File: src/common/mpr_pkg.sv
package mpr_pkg;

  // modbus function codes served by the map
  localparam logic [7:0] FC_READ_HOLDING = 8'h03;
  localparam logic [7:0] FC_READ_INPUT   = 8'h04;
  localparam logic [7:0] FC_WRITE_SINGLE = 8'h06;

  // modbus exception codes, zero means a normal answer
  localparam logic [7:0] EXC_NONE        = 8'h00;
  localparam logic [7:0] EXC_ILLEGAL_FN  = 8'h01;
  localparam logic [7:0] EXC_ILLEGAL_ADR = 8'h02;
  localparam logic [7:0] EXC_ILLEGAL_VAL = 8'h03;

  // input register word addresses, each value spans an even/odd pair
  localparam logic [15:0] IR_SERIAL      = 16'h0000;
  localparam logic [15:0] IR_CAL_DATE    = 16'h0002;
  localparam logic [15:0] IR_PRESS_HIGH  = 16'h0004;
  localparam logic [15:0] IR_PRESS_LOW   = 16'h0006;
  localparam logic [15:0] IR_PRESS_NOW   = 16'h0008;
  localparam logic [15:0] IR_PRESS_MAX   = 16'h000A;
  localparam logic [15:0] IR_PRESS_MIN   = 16'h000C;
  localparam logic [15:0] IR_TEMP_HIGH   = 16'h000E;
  localparam logic [15:0] IR_TEMP_LOW    = 16'h0010;
  localparam logic [15:0] IR_TEMP_NOW    = 16'h0012;

  // holding register word addresses
  localparam logic [15:0] HR_PRESS_UNIT  = 16'h0000;
  localparam logic [15:0] HR_TEMP_UNIT   = 16'h0001;
  localparam logic [15:0] HR_SLAVE_ADDR  = 16'h0002;
  localparam logic [15:0] HR_BAUD        = 16'h0003;
  localparam logic [15:0] HR_PARITY      = 16'h0004;

  // pressure unit codes
  localparam logic [15:0] PU_MM_H2O      = 16'h0003;
  localparam logic [15:0] PU_MM_HG       = 16'h0004;
  localparam logic [15:0] PU_PSI         = 16'h0005;
  localparam logic [15:0] PU_BAR         = 16'h0006;
  localparam logic [15:0] PU_MBAR        = 16'h0007;
  localparam logic [15:0] PU_G_CM2       = 16'h0008;
  localparam logic [15:0] PU_KG_CM2      = 16'h0009;
  localparam logic [15:0] PU_PA          = 16'h000A;
  localparam logic [15:0] PU_KPA         = 16'h000B;
  localparam logic [15:0] PU_TORR        = 16'h000C;
  localparam logic [15:0] PU_ATM         = 16'h000D;
  localparam logic [15:0] PU_M_H2O       = 16'h000E;
  localparam logic [15:0] PU_MPA         = 16'h000F;

  // temperature unit codes
  localparam logic [15:0] TU_CELSIUS     = 16'h0000;
  localparam logic [15:0] TU_KELVIN      = 16'h0001;
  localparam logic [15:0] TU_FAHRENHEIT  = 16'h0002;

  // line rate codes
  localparam logic [15:0] BD_4800        = 16'h0004;
  localparam logic [15:0] BD_9600        = 16'h0005;
  localparam logic [15:0] BD_19200       = 16'h0006;
  localparam logic [15:0] BD_38400       = 16'h0007;

  // parity codes
  localparam logic [15:0] PAR_NONE       = 16'h0000;
  localparam logic [15:0] PAR_ODD        = 16'h0001;
  localparam logic [15:0] PAR_EVEN       = 16'h0002;

  // legal slave address window
  localparam logic [15:0] SLAVE_ADDR_MIN = 16'h0001;
  localparam logic [15:0] SLAVE_ADDR_MAX = 16'h00F7;

  // factory defaults loaded by the service restore
  localparam logic [15:0] DEF_PRESS_UNIT = PU_BAR;
  localparam logic [15:0] DEF_TEMP_UNIT  = TU_CELSIUS;
  localparam logic [15:0] DEF_SLAVE_ADDR = 16'h0001;
  localparam logic [15:0] DEF_BAUD       = BD_9600;
  localparam logic [15:0] DEF_PARITY     = PAR_NONE;

  // peak tracker start values: +inf for the minimum, -inf for the maximum
  localparam logic [31:0] FLOAT_POS_INF  = 32'h7F80_0000;
  localparam logic [31:0] FLOAT_NEG_INF  = 32'hFF80_0000;
  localparam logic [31:0] FLOAT_ZERO     = 32'h0000_0000;

endpackage : mpr_pkg

File: src/design/mpr_peak_track.sv
`timescale 1ns/10ps
module mpr_peak_track #(
  parameter int WIDTH = 32
) (
  // clock and reset
  input  wire logic             clk_sys,
  input  wire logic             rst_n,
  // sample stream
  input  wire logic             clear,
  input  wire logic             sample_valid,
  input  wire logic [WIDTH-1:0] sample,
  // tracked peaks
  output logic      [WIDTH-1:0] peak_max,
  output logic      [WIDTH-1:0] peak_min
);

  if (WIDTH != 32) begin : g_width_check
    $error("mpr_peak_track serves single-precision floats only");
  end

  logic [WIDTH-1:0] max_q;
  logic [WIDTH-1:0] max_d;
  logic [WIDTH-1:0] min_q;
  logic [WIDTH-1:0] min_d;

  // maps a float to an unsigned key with the same ordering;
  // nan patterns sort beyond the infinities and are not filtered
  function automatic logic [WIDTH-1:0] order_key(
    input logic [WIDTH-1:0] f
  );
    order_key = f[WIDTH-1] ? ~f : (f | {1'b1, {(WIDTH-1){1'b0}}});
  endfunction : order_key

  always_comb begin
    max_d = max_q;
    min_d = min_q;
    if (clear) begin
      max_d = mpr_pkg::FLOAT_NEG_INF;
      min_d = mpr_pkg::FLOAT_POS_INF;
    end else if (sample_valid) begin
      if (order_key(sample) > order_key(max_q)) begin
        max_d = sample;
      end
      if (order_key(sample) < order_key(min_q)) begin
        min_d = sample;
      end
    end
  end

  always_ff @(posedge clk_sys) begin
    if (!rst_n) begin
      max_q <= mpr_pkg::FLOAT_NEG_INF;
      min_q <= mpr_pkg::FLOAT_POS_INF;
    end else begin
      max_q <= max_d;
      min_q <= min_d;
    end
  end

  assign peak_max = max_q;
  assign peak_min = min_q;

endmodule : mpr_peak_track

File: src/design/mpr_register_map.sv
// Function
// - input registers are read-only, function 4 only
// - calibration date at words 0x0002 and 0x0003
// - pressure upper limit float at 0x0004-0x0005
// - pressure lower limit float at 0x0006-0x0007
// - temperature upper limit float at 0x000E-0x000F
// - temperature lower limit float at 0x0010-0x0011
// - pressure unit codes 0x0003 to 0x000F
// - baud codes 0x0004 to 0x0007
// - parity codes none, odd, even
// - service restore reloads all factory defaults
// - restore only when pin high at power-up
// - restore independent of bus line state
// - holding registers via functions 3 and 6
`timescale 1ns/10ps
module mpr_register_map #(
  // identity value, arbitrary
  parameter logic [31:0] SERIAL_VALUE     = 32'h0000_0001,
  parameter logic [31:0] CAL_DATE_VALUE   = 32'h0000_0000,
  // span limits as single-precision floats
  parameter logic [31:0] PRESS_SPAN_HIGH  = 32'h3F80_0000,
  parameter logic [31:0] PRESS_SPAN_LOW   = 32'h0000_0000,
  parameter logic [31:0] TEMP_SPAN_HIGH   = 32'h42C8_0000,
  parameter logic [31:0] TEMP_SPAN_LOW    = 32'h0000_0000
) (
  // clock and reset
  input  wire logic        clk_sys,
  input  wire logic        rst_n,
  // service restore pin, sampled once at power-up
  input  wire logic        service_reset_pin,
  // configuration recalled from non-volatile storage
  input  wire logic [15:0] nv_press_unit,
  input  wire logic [15:0] nv_temp_unit,
  input  wire logic [15:0] nv_slave_addr,
  input  wire logic [15:0] nv_baud,
  input  wire logic [15:0] nv_parity,
  // measurement front end
  input  wire logic        meas_valid,
  input  wire logic [31:0] meas_pressure,
  input  wire logic [31:0] meas_temp,
  // decoded modbus single-register request
  input  wire logic        req_valid,
  input  wire logic [7:0]  req_func,
  input  wire logic [15:0] req_addr,
  input  wire logic [15:0] req_wdata,
  // answer to the request
  output logic             resp_valid,
  output logic [15:0]      resp_rdata,
  output logic [7:0]       resp_exc,
  // live configuration
  output logic [15:0]      cfg_press_unit,
  output logic [15:0]      cfg_temp_unit,
  output logic [15:0]      cfg_slave_addr,
  output logic [15:0]      cfg_baud,
  output logic [15:0]      cfg_parity,
  // store request towards non-volatile storage, and restore status
  output logic             cfg_store,
  output logic             factory_restored
);

  if (PRESS_SPAN_HIGH == PRESS_SPAN_LOW) begin : g_span_check
    $error("mpr_register_map pressure span must not be empty");
  end

  // boot and configuration state
  logic        boot_done_q;
  logic        boot_done_d;
  logic        restored_q;
  logic        restored_d;
  logic        store_q;
  logic        store_d;
  logic [15:0] press_unit_q;
  logic [15:0] press_unit_d;
  logic [15:0] temp_unit_q;
  logic [15:0] temp_unit_d;
  logic [15:0] slave_addr_q;
  logic [15:0] slave_addr_d;
  logic [15:0] baud_q;
  logic [15:0] baud_d;
  logic [15:0] parity_q;
  logic [15:0] parity_d;

  // measurement state
  logic [31:0] press_now_q;
  logic [31:0] press_now_d;
  logic [31:0] temp_now_q;
  logic [31:0] temp_now_d;
  logic [31:0] press_max;
  logic [31:0] press_min;

  // answer state
  logic        resp_valid_q;
  logic        resp_valid_d;
  logic [15:0] resp_rdata_q;
  logic [15:0] resp_rdata_d;
  logic [7:0]  resp_exc_q;
  logic [7:0]  resp_exc_d;

  logic        peak_clear;

  // picks one 16-bit word out of a two-word value
  function automatic logic [15:0] word_of(
    input logic [31:0] v,
    input logic        odd
  );
    word_of = odd ? v[15:0] : v[31:16];
  endfunction : word_of

  // legality of a value written to a holding register
  function automatic logic value_ok(
    input logic [15:0] addr,
    input logic [15:0] val
  );
    case (addr)
      mpr_pkg::HR_PRESS_UNIT:
        value_ok = (val >= mpr_pkg::PU_MM_H2O) && (val <= mpr_pkg::PU_MPA);
      mpr_pkg::HR_TEMP_UNIT:
        value_ok = val <= mpr_pkg::TU_FAHRENHEIT;
      mpr_pkg::HR_SLAVE_ADDR:
        value_ok = (val >= mpr_pkg::SLAVE_ADDR_MIN) &&
                   (val <= mpr_pkg::SLAVE_ADDR_MAX);
      mpr_pkg::HR_BAUD:
        value_ok = (val >= mpr_pkg::BD_4800) && (val <= mpr_pkg::BD_38400);
      mpr_pkg::HR_PARITY:
        value_ok = val <= mpr_pkg::PAR_EVEN;
      default:
        value_ok = 1'b0;
    endcase
  endfunction : value_ok

  // the restore resets the peaks to -inf/+inf too, so stale extremes do not survive
  assign peak_clear = !boot_done_q && service_reset_pin;

  mpr_peak_track #(
    .WIDTH        (32)
  ) u_peak (
    .clk_sys      (clk_sys),
    .rst_n        (rst_n),
    .clear        (peak_clear),
    .sample_valid (meas_valid),
    .sample       (meas_pressure),
    .peak_max     (press_max),
    .peak_min     (press_min)
  );

  // configuration, boot sampling and measurement capture
  always_comb begin
    boot_done_d  = 1'b1;
    restored_d   = restored_q;
    store_d      = 1'b0;
    press_unit_d = press_unit_q;
    temp_unit_d  = temp_unit_q;
    slave_addr_d = slave_addr_q;
    baud_d       = baud_q;
    parity_d     = parity_q;
    press_now_d  = press_now_q;
    temp_now_d   = temp_now_q;
    if (!boot_done_q) begin
      // pin sampled once, first cycle after power-up
      if (service_reset_pin) begin
        press_unit_d = mpr_pkg::DEF_PRESS_UNIT;
        temp_unit_d  = mpr_pkg::DEF_TEMP_UNIT;
        slave_addr_d = mpr_pkg::DEF_SLAVE_ADDR;
        baud_d       = mpr_pkg::DEF_BAUD;
        parity_d     = mpr_pkg::DEF_PARITY;
        restored_d   = 1'b1;
        store_d      = 1'b1;
      end else begin
        press_unit_d = nv_press_unit;
        temp_unit_d  = nv_temp_unit;
        slave_addr_d = nv_slave_addr;
        baud_d       = nv_baud;
        parity_d     = nv_parity;
      end
    end else if (req_valid && req_func == mpr_pkg::FC_WRITE_SINGLE &&
                 value_ok(req_addr, req_wdata)) begin
      store_d = 1'b1;
      case (req_addr)
        mpr_pkg::HR_PRESS_UNIT: press_unit_d = req_wdata;
        mpr_pkg::HR_TEMP_UNIT:  temp_unit_d  = req_wdata;
        mpr_pkg::HR_SLAVE_ADDR: slave_addr_d = req_wdata;
        mpr_pkg::HR_BAUD:       baud_d       = req_wdata;
        mpr_pkg::HR_PARITY:     parity_d     = req_wdata;
        default:                store_d      = 1'b0;
      endcase
    end
    if (meas_valid) begin
      press_now_d = meas_pressure;
      temp_now_d  = meas_temp;
    end
  end

  // request decode and answer
  always_comb begin
    resp_valid_d = 1'b0;
    resp_rdata_d = 16'h0000;
    resp_exc_d   = mpr_pkg::EXC_NONE;
    if (req_valid && boot_done_q) begin
      resp_valid_d = 1'b1;
      case (req_func)
        mpr_pkg::FC_READ_INPUT: begin
          case ({req_addr[15:1], 1'b0})
            mpr_pkg::IR_SERIAL:
              resp_rdata_d = word_of(SERIAL_VALUE, req_addr[0]);
            mpr_pkg::IR_CAL_DATE:
              resp_rdata_d = word_of(CAL_DATE_VALUE, req_addr[0]);
            mpr_pkg::IR_PRESS_HIGH:
              resp_rdata_d = word_of(PRESS_SPAN_HIGH, req_addr[0]);
            mpr_pkg::IR_PRESS_LOW:
              resp_rdata_d = word_of(PRESS_SPAN_LOW, req_addr[0]);
            mpr_pkg::IR_PRESS_NOW:
              resp_rdata_d = word_of(press_now_q, req_addr[0]);
            mpr_pkg::IR_PRESS_MAX:
              resp_rdata_d = word_of(press_max, req_addr[0]);
            mpr_pkg::IR_PRESS_MIN:
              resp_rdata_d = word_of(press_min, req_addr[0]);
            mpr_pkg::IR_TEMP_HIGH:
              resp_rdata_d = word_of(TEMP_SPAN_HIGH, req_addr[0]);
            mpr_pkg::IR_TEMP_LOW:
              resp_rdata_d = word_of(TEMP_SPAN_LOW, req_addr[0]);
            mpr_pkg::IR_TEMP_NOW:
              resp_rdata_d = word_of(temp_now_q, req_addr[0]);
            default:
              resp_exc_d = mpr_pkg::EXC_ILLEGAL_ADR;
          endcase
        end
        mpr_pkg::FC_READ_HOLDING: begin
          case (req_addr)
            mpr_pkg::HR_PRESS_UNIT: resp_rdata_d = press_unit_q;
            mpr_pkg::HR_TEMP_UNIT:  resp_rdata_d = temp_unit_q;
            mpr_pkg::HR_SLAVE_ADDR: resp_rdata_d = slave_addr_q;
            mpr_pkg::HR_BAUD:       resp_rdata_d = baud_q;
            mpr_pkg::HR_PARITY:     resp_rdata_d = parity_q;
            default: resp_exc_d = mpr_pkg::EXC_ILLEGAL_ADR;
          endcase
        end
        mpr_pkg::FC_WRITE_SINGLE: begin
          if (req_addr > mpr_pkg::HR_PARITY) begin
            resp_exc_d = mpr_pkg::EXC_ILLEGAL_ADR;
          end else if (!value_ok(req_addr, req_wdata)) begin
            resp_exc_d = mpr_pkg::EXC_ILLEGAL_VAL;
          end else begin
            resp_rdata_d = req_wdata;
          end
        end
        // any other function is refused as illegal
        default: resp_exc_d = mpr_pkg::EXC_ILLEGAL_FN;
      endcase
    end
  end

  // no bus input gates the restore
  always_ff @(posedge clk_sys) begin
    if (!rst_n) begin
      boot_done_q  <= 1'b0;
      restored_q   <= 1'b0;
      store_q      <= 1'b0;
      press_unit_q <= mpr_pkg::DEF_PRESS_UNIT;
      temp_unit_q  <= mpr_pkg::DEF_TEMP_UNIT;
      slave_addr_q <= mpr_pkg::DEF_SLAVE_ADDR;
      baud_q       <= mpr_pkg::DEF_BAUD;
      parity_q     <= mpr_pkg::DEF_PARITY;
      press_now_q  <= mpr_pkg::FLOAT_ZERO;
      temp_now_q   <= mpr_pkg::FLOAT_ZERO;
      resp_valid_q <= 1'b0;
      resp_rdata_q <= 16'h0000;
      resp_exc_q   <= mpr_pkg::EXC_NONE;
    end else begin
      boot_done_q  <= boot_done_d;
      restored_q   <= restored_d;
      store_q      <= store_d;
      press_unit_q <= press_unit_d;
      temp_unit_q  <= temp_unit_d;
      slave_addr_q <= slave_addr_d;
      baud_q       <= baud_d;
      parity_q     <= parity_d;
      press_now_q  <= press_now_d;
      temp_now_q   <= temp_now_d;
      resp_valid_q <= resp_valid_d;
      resp_rdata_q <= resp_rdata_d;
      resp_exc_q   <= resp_exc_d;
    end
  end

  assign resp_valid       = resp_valid_q;
  assign resp_rdata       = resp_rdata_q;
  assign resp_exc         = resp_exc_q;
  assign cfg_press_unit   = press_unit_q;
  assign cfg_temp_unit    = temp_unit_q;
  assign cfg_slave_addr   = slave_addr_q;
  assign cfg_baud         = baud_q;
  assign cfg_parity       = parity_q;
  assign cfg_store        = store_q;
  assign factory_restored = restored_q;

endmodule : mpr_register_map

File: config.mk
export PLATFORM = sky130hd
export DESIGN_NAME = mpr_register_map
export DESIGN_NICKNAME = d
export VERILOG_FILES = /design/src/common/mpr_pkg.sv /design/src/design/mpr_peak_track.sv /design/src/design/mpr_register_map.sv
export SDC_FILE = /design/constraint.sdc
export NUM_CORES = 1
export LEC_CHECK = 0
export BUFFER_PORTS_ARGS = -buffer_cell sky130_fd_sc_hd__buf_2
export CORE_MARGIN = 5
export CORE_UTILIZATION = 35
export DETAILED_ROUTE_END_ITERATION = 10
export GPL_TIMING_DRIVEN = 0
export REMOVE_ABC_BUFFERS = 1
export SYNTH_ARGS = -nofsm -noshare
export SYNTH_HDL_FRONTEND = slang
export SYNTH_SLANG_ARGS = --single-unit
File: constraint.sdc
create_clock -name clk_sys -period 3.7 [get_ports clk_sys]
set_clock_uncertainty 0.1 [all_clocks]
set_input_delay 0.37 -clock clk_sys [delete_from_list [all_inputs] [get_ports clk_sys]]
set_output_delay 0.37 -clock clk_sys [all_outputs]
set_load 0.005 [all_outputs]
==> flow_metrics.env, run 1 <==
export IMPL_outcome="finished clean"
export IMPL_core_um2=35600
export IMPL_required_ns=4.04
export IMPL_synthCells=1357
export IMPL_synth_ff_type="dfxtp_1"
export IMPL_worstSetupPathDepth=8
export IMPL_synthAdderAreaFrac=0.0625
export IMPL_synthXorXnorAreaFrac=0.0646
export IMPL_syn_area_um2=12600
export IMPL_ys_ff_latch=230
export IMPL_cts_buffers_inserted=28
export IMPL_vias_per_cell=5.39
export IMPL_irDropWorstVdd_v=0.000410
export IMPL_critical_path_cell_chain="buf_2, nor4_4, nand4_1, nor3_1, a21oi_2, a21oi_2, a31oi_2, a22o_1"
export IMPL_dp_slack_ns=-0.768
export IMPL_grt_antenna_before_repair=3
export IMPL_start_util=0.355
export IMPL_startpoint_type="input pin"
export IMPL_antenna_left=0
export IMPL_cts_buffer_depth=3
export IMPL_hp_class="in -> reg"
export IMPL_path_buf_inv=1
export IMPL_track_usage=0.215
export IMPL_path_common_cell="a21oi_2"
export IMPL_ys_warnings_count=0
export IMPL_ys_seq_area_frac=0.365
export IMPL_r2r_start="u_peak.peak_max[31]"
export IMPL_cts_tree="built"
export IMPL_ios=296
export IMPL_synth_edf_count=0
export IMPL_cp_end_kind="register"
export IMPL_postRouteWirelength_mm=45.9
export IMPL_grt_overflow_total=0
export IMPL_drive_gt1_frac=0.226
export IMPL_yosysMostFrequentCell="dfxtp_1"
export IMPL_hold_path_startpoint="meas_pressure[2]"
export IMPL_synth_commonest_cells="dfxtp_1 (230), mux2i_1 (188), nand2_1 (130)"
export IMPL_drc=0
export IMPL_reg2reg_slack_ns=0.27
export IMPL_dieHeight_um=200
export IMPL_synth_top_cell_area_share=0.365
export IMPL_cts_sinks=230
export IMPL_max_freq_mhz=286
export IMPL_dp_hpwl_mm=32.9
export IMPL_holdPathEnd="u_peak.peak_max[2]"
export IMPL_grt_first_pass_wirelength_mm=67.8
export IMPL_tns_ns=0
export IMPL_synth_async_reset_ratio=0
export IMPL_synth_compound_area_frac=0.171
export IMPL_max_slew_worst_pin_slew_ns=1.32
export IMPL_synthMuxAreaShare=0.156
export IMPL_drtIter0Drc=659
export IMPL_rows=69
export IMPL_fillers=3318
export IMPL_synth_area_leaders="dfxtp_1 (36%), mux2i_1 (15%), ha_1 (6.2%)"
export IMPL_fp_dieW_um=200
export IMPL_grt_pass1_vias=11900
export IMPL_crit_path_top_delay_cell="nand4_1"
export IMPL_avgSynthCellArea_um2=9.30
export IMPL_avgRoutedWirePerCell_um=20.8
export IMPL_arrival_ns=3.84
export IMPL_die_area_um2=39900
export IMPL_crit_fanout=22
export IMPL_finalCritPeriodShare=0.945
export IMPL_critPathMaxStageDelay_ns=1.03
export IMPL_finalMaxSlewViolations=0
export IMPL_criticalPathCategory="in -> reg"
export IMPL_synth_cell_types=76
export IMPL_num_nets_final=1973
export IMPL_setup_viol_count_final=0
export IMPL_htree_levels=1
export IMPL_synth_top_family_by_area="compound AO/OA/AOI/OAI gates"
export IMPL_reg2reg_depth=12
export IMPL_portBuffers=289
export IMPL_cpLargestDelayFamily="simple AND/OR/NAND/NOR gates"
export IMPL_root_buffer="clkbuf_16"
export IMPL_grt_max_degree=93
export IMPL_clk_pin_slew_ns=0.06
export IMPL_hold_path_cell_count=3
export IMPL_reg2reg_to="u_peak.peak_max[25]"
export IMPL_finalCriticalPeriod_ns=3.50
export IMPL_hold_viol=0
export IMPL_area_growth_pct=33.7
export IMPL_dr_total_vias=11900
export IMPL_synth_simple_gate_area_frac=0.139
export IMPL_slew_headroom=0.117
export IMPL_rsz0062_at_grt="yes"
export IMPL_fin_ws_ns=0.204
export IMPL_leakagePower_nw=7.42
export IMPL_power_density_nw_per_um2=419
export IMPL_firstDrtPassIters=5
export IMPL_maxCapViolations=0
export IMPL_synth_top_area_cell="dfxtp_1"
export IMPL_globalplace_congestion=0.860
export IMPL_clock_latency_ns=0.56
==> layer usage <==
layer,global-route usage,up-vias,wire length [um]
met5,0,-,20
met2,0.378,436,21900
met3,0.0455,83,3500
met4,0.0765,2,1710
li1,-,5671,-
met1,0.262,5684,18700
==> worst max path at each step <==
stage                     slack (ns)           startpoint                   to
final                           0.20          req_addr[7]          cfg_baud[7]
after global routing           -0.04     meas_pressure[5]  u_peak.peak_min[31]
after CTS                       0.14  u_peak.peak_max[31]  u_peak.peak_max[27]
after detailed placement       -0.77    meas_pressure[31]  u_peak.peak_min[31]
after global placement         -2.33  u_peak.peak_max[31]  u_peak.peak_max[28]
after floorplan                -0.82  u_peak.peak_max[31]   u_peak.peak_max[0]
==> flip-flops by register name, summed over array words and instances (netlist names), 2 cells and up <==
name and cells:
cfg_baud 16, cfg_parity 16, cfg_press_unit 16, cfg_slave_addr 16, cfg_temp_unit 16, press_now_q 32, resp_exc 2, resp_rdata 16
temp_now_q 32, u_peak.peak_max 32, u_peak.peak_min 32
==> repair_timing <==
item | CTS | global route
hold buffers | 132 | 0
cloned | 1 | 0
hold endpoints to repair | 153 | 0
endpoints found under the setup margin | 28 | 41
resized for setup | 2 | 5
setup buffers | 1 | 0
pin swaps | 1 | 1
==> layout by cell type (no fill, tap or decap), types with 6 or more instances in the layout <==
cell	n
conb_1	6
o22ai_1	8
nand3_1	37
xor2_1	32
nand4_1	16
dfxtp_1	228
bufinv_16	6
inv_1	15
a21oi_1	35
nor4_1	9
buf_16	7
o221ai_1	23
xnor2_1	61
a211oi_1	14
mux2i_1	188
o21ai_0	49
nand2_1	129
a22o_1	71
a21o_1	8
ha_1	63
nor3_1	15
dlygate4sd3_1	132
nor2_1	122
clkbuf_16	29
o22a_1	6
buf_2	286
a22oi_1	12
==> through the flow <==
stage	power [mW]	hold slack, ns	utilization	cell area [um^2]	cells
final	7.07	0.0226	0.474	16900	2205
after global routing	7.39	0.0155	0.474	16900	2204
after CTS	7.13	0.000751	0.473	16800	2202
after detailed placement	3.95	0.338	0.407	14500	2018
after global placement	3.91	0.334	0.399	14200	2008
after floorplan	3.43	0.298	-	12200	1258
==> where the power goes <==
group,switching (mW),internal [mW]
sequential,0.119,2.61
clock,1.11,1.92
combinational,0.678,0.625
==> cell type report <==
class	instances	area, um^2	area share
clock buffer	38	800	0.0474
clock inverter	12	214	0.0127
inverter	16	60.1	0.00356
tap	461	577	0.0342
antenna	3	7.51	0.000445
sequential	230	4610	0.273
timing repair buffer	432	3030	0.180
multi-input combinational	1013	7570	0.449
==> worst min-delay path: stages <==
cell     delay (ns)
buf_2          0.14
nand2_1        0.06
mux2i_1        0.06
==> cell families (layout without fill, tap and decap cells) <==
family	after synthesis	after routing
AOI/OAI and AO/OA	280	281
and+or+nand+nor	375	375
DFF	230	230
other	1	9
xor gates and xnor gates	93	93
adders and majority gates	63	63
buffers and inverters	120	498
muxes	195	195
Note: power is estimated with default switching activity, not from simulation.
==> inputs of run 2 (changes only) <==
Settings changed: CORE_ASPECT_RATIO set to 0.7.
==> flow_metrics.env, run 2 (synthesis results as in run 1) <==
export IMPL_dp_cells=2035
export IMPL_fin_ws_ns=0.202
export IMPL_drtIter0Drc=1007
export IMPL_finalCritPeriodShare=0.946
export IMPL_required_ns=3.96
export IMPL_rsz0062_at_grt="no"
export IMPL_htree_levels=1
export IMPL_fp_dieW_um=237
export IMPL_finalCriticalPeriod_ns=3.50
export IMPL_p_int_mw=4.58
export IMPL_tns_ns=0
export IMPL_arrival_ns=3.76
export IMPL_max_slew_worst_pin_slew_ns=1.35
export IMPL_ios=296
export IMPL_startpoint_type="register"
export IMPL_power_mw=6.41
export IMPL_root_buffer="clkbuf_16"
export IMPL_clk_pin_slew_ns=0.06
export IMPL_avgRoutedWirePerCell_um=20.4
export IMPL_power_frac_seq=0.426
export IMPL_cts_buffer_depth=3
export IMPL_globalplace_congestion=0.856
export IMPL_critPathMaxStageDelay_ns=0.53
export IMPL_drc=0
export IMPL_irDropWorstVdd_v=0.000293
export IMPL_start_util=0.353
export IMPL_switching_share=0.287
export IMPL_dp_hpwl_mm=31.3
export IMPL_max_freq_mhz=286
export IMPL_rows=58
export IMPL_hp_class="in -> reg"
export IMPL_finalMaxSlewViolations=0
export IMPL_die_area_um2=40000
export IMPL_leakagePower_nw=7.23
export IMPL_criticalPathCategory="reg -> reg"
export IMPL_clkPwrFrac=0.374
export IMPL_grt_pass1_vias=11800
export IMPL_switching_power_mw=1.84
export IMPL_portBuffers=289
export IMPL_cpLargestDelayFamily="compound AO/OA/AOI/OAI gates"
export IMPL_setup_viol_count_final=0
export IMPL_critical_path_cell_chain="buf_12, xnor2_1, ha_1, a21o_1, a21o_1, a221oi_1, o221ai_1, a21oi_4, buf_12, mux2i_1, nor2_1"
export IMPL_dieHeight_um=169
export IMPL_antenna_left=0
export IMPL_dp_slack_ns=-0.769
export IMPL_cts_buffers_inserted=25
export IMPL_slew_headroom=0.0977
export IMPL_final_cell_mix="buf_2 (286), dfxtp_1 (228), mux2i_1 (188), nand2_1 (130), nor2_1 (122)"
export IMPL_drive_gt1_frac=0.223
export IMPL_clock_latency_ns=0.54
export IMPL_path_buf_inv=2
export IMPL_crit_fanout=35
export IMPL_track_usage=0.212
export IMPL_grt_overflow_total=0
export IMPL_vias_per_cell=5.36
export IMPL_firstDrtPassIters=5
export IMPL_grt_max_degree=93
export IMPL_cp_end_kind="register"
export IMPL_num_nets_final=1960
export IMPL_outcome="finished clean"
export IMPL_grt_antenna_before_repair=1
export IMPL_combinationalPowerShare=0.201
export IMPL_grt_first_pass_wirelength_mm=68.5
export IMPL_dr_total_vias=11800
export IMPL_postRouteWirelength_mm=44.9
export IMPL_hold_viol=0
export IMPL_area_growth_pct=30.6
export IMPL_layout_commonest_cell="buf_2"
export IMPL_crit_path_top_delay_cell="dfxtp_2"
export IMPL_core_um2=35800
export IMPL_cts_tree="built"
export IMPL_maxCapViolations=0
export IMPL_power_density_nw_per_um2=389
export IMPL_final_cells=2205
export IMPL_cts_sinks=230
-- run 2: cell types whose count changed in the layout (fill, tap and decap cells not counted), sizes merged, moves of 2 or more --
cell and delta:
buf +3, bufinv -5, clkinv -4, clkinvlp +2
diode -2, dlygate4sd3 -14
-- run 2: metal layers --
| metal | vias to the layer above | share of wire | global-route usage | routed length [um] |
|---|---|---|---|---|
| met2 | 421 | 0.43 | 0.329 | 19500 |
| met5 | - | 0 | 0 | 0 |
| li1 | 5644 | - | - | - |
| met3 | 70 | 0.064 | 0.0306 | 2860 |
| met4 | 0 | 0.026 | 0.0529 | 1170 |
| met1 | 5683 | 0.48 | 0.311 | 21400 |
-- run 2: worst paths after layout --
kind                                           from             endpoint  slack (ns)  depth (start not counted)
worst max-delay path            u_peak.peak_min[31]  u_peak.peak_min[31]        0.20                         11
worst min-delay path               meas_pressure[9]   u_peak.peak_max[9]        0.03                          3
worst max register to register  u_peak.peak_min[31]  u_peak.peak_min[31]        0.20                         11
worst min register to register     factory_restored     factory_restored        0.36                          2
-- run 2: worst reg2reg max path: stages, from the launching register on --
cell and delay [ns]:
dfxtp_2 0.53, buf_12 0.27, xnor2_1 0.16, ha_1 0.26, a21o_1 0.16, a21o_1 0.17
a221oi_1 0.52, o221ai_1 0.41, a21oi_4 0.26, buf_12 0.22, mux2i_1 0.22, nor2_1 0.06
-- run 2: final cells by class --
class	instances	area (um^2)
clock inverter	6	63.8
fill	3390	19300
timing repair buffer	421	2860
multi-input combinational	1014	7580
tap	480	601
antenna	1	2.50
sequential	230	4610
inverter	16	62.6
clock buffer	37	691
-- run 2: timing repair --
item,CTS,global route
cloned,1,1
endpoints found under the hold margin,123,0
gates resized for setup,1,4
hold buffers,118,0
pin swaps,2,1
endpoints found under the setup margin,50,50
setup buffers,2,4
-- run 2: power groups by stage --
stage / Clock (mW) / Sequential (mW) / Combinational (mW)
6_report: 2.40 / 2.73 / 1.29
5_1_grt: 2.56 / 2.75 / 1.42
2_1_floorplan: 0 / 2.77 / 0.661
3_3_place_gp: 0 / 2.79 / 1.11
3_5_place_dp: 0 / 2.78 / 1.15
4_1_cts: 2.46 / 2.73 / 1.27
-- run 2: through the flow --
step / util / hold slack [ns] / area (um^2)
after global routing: 0.460 / 0.0235 / 16500
after floorplan: - / 0.298 / 12200
final: 0.460 / 0.0314 / 16500
after global placement: 0.397 / 0.333 / 14200
after CTS: 0.459 / 0.00115 / 16400
after detailed placement: 0.403 / 0.344 / 14400
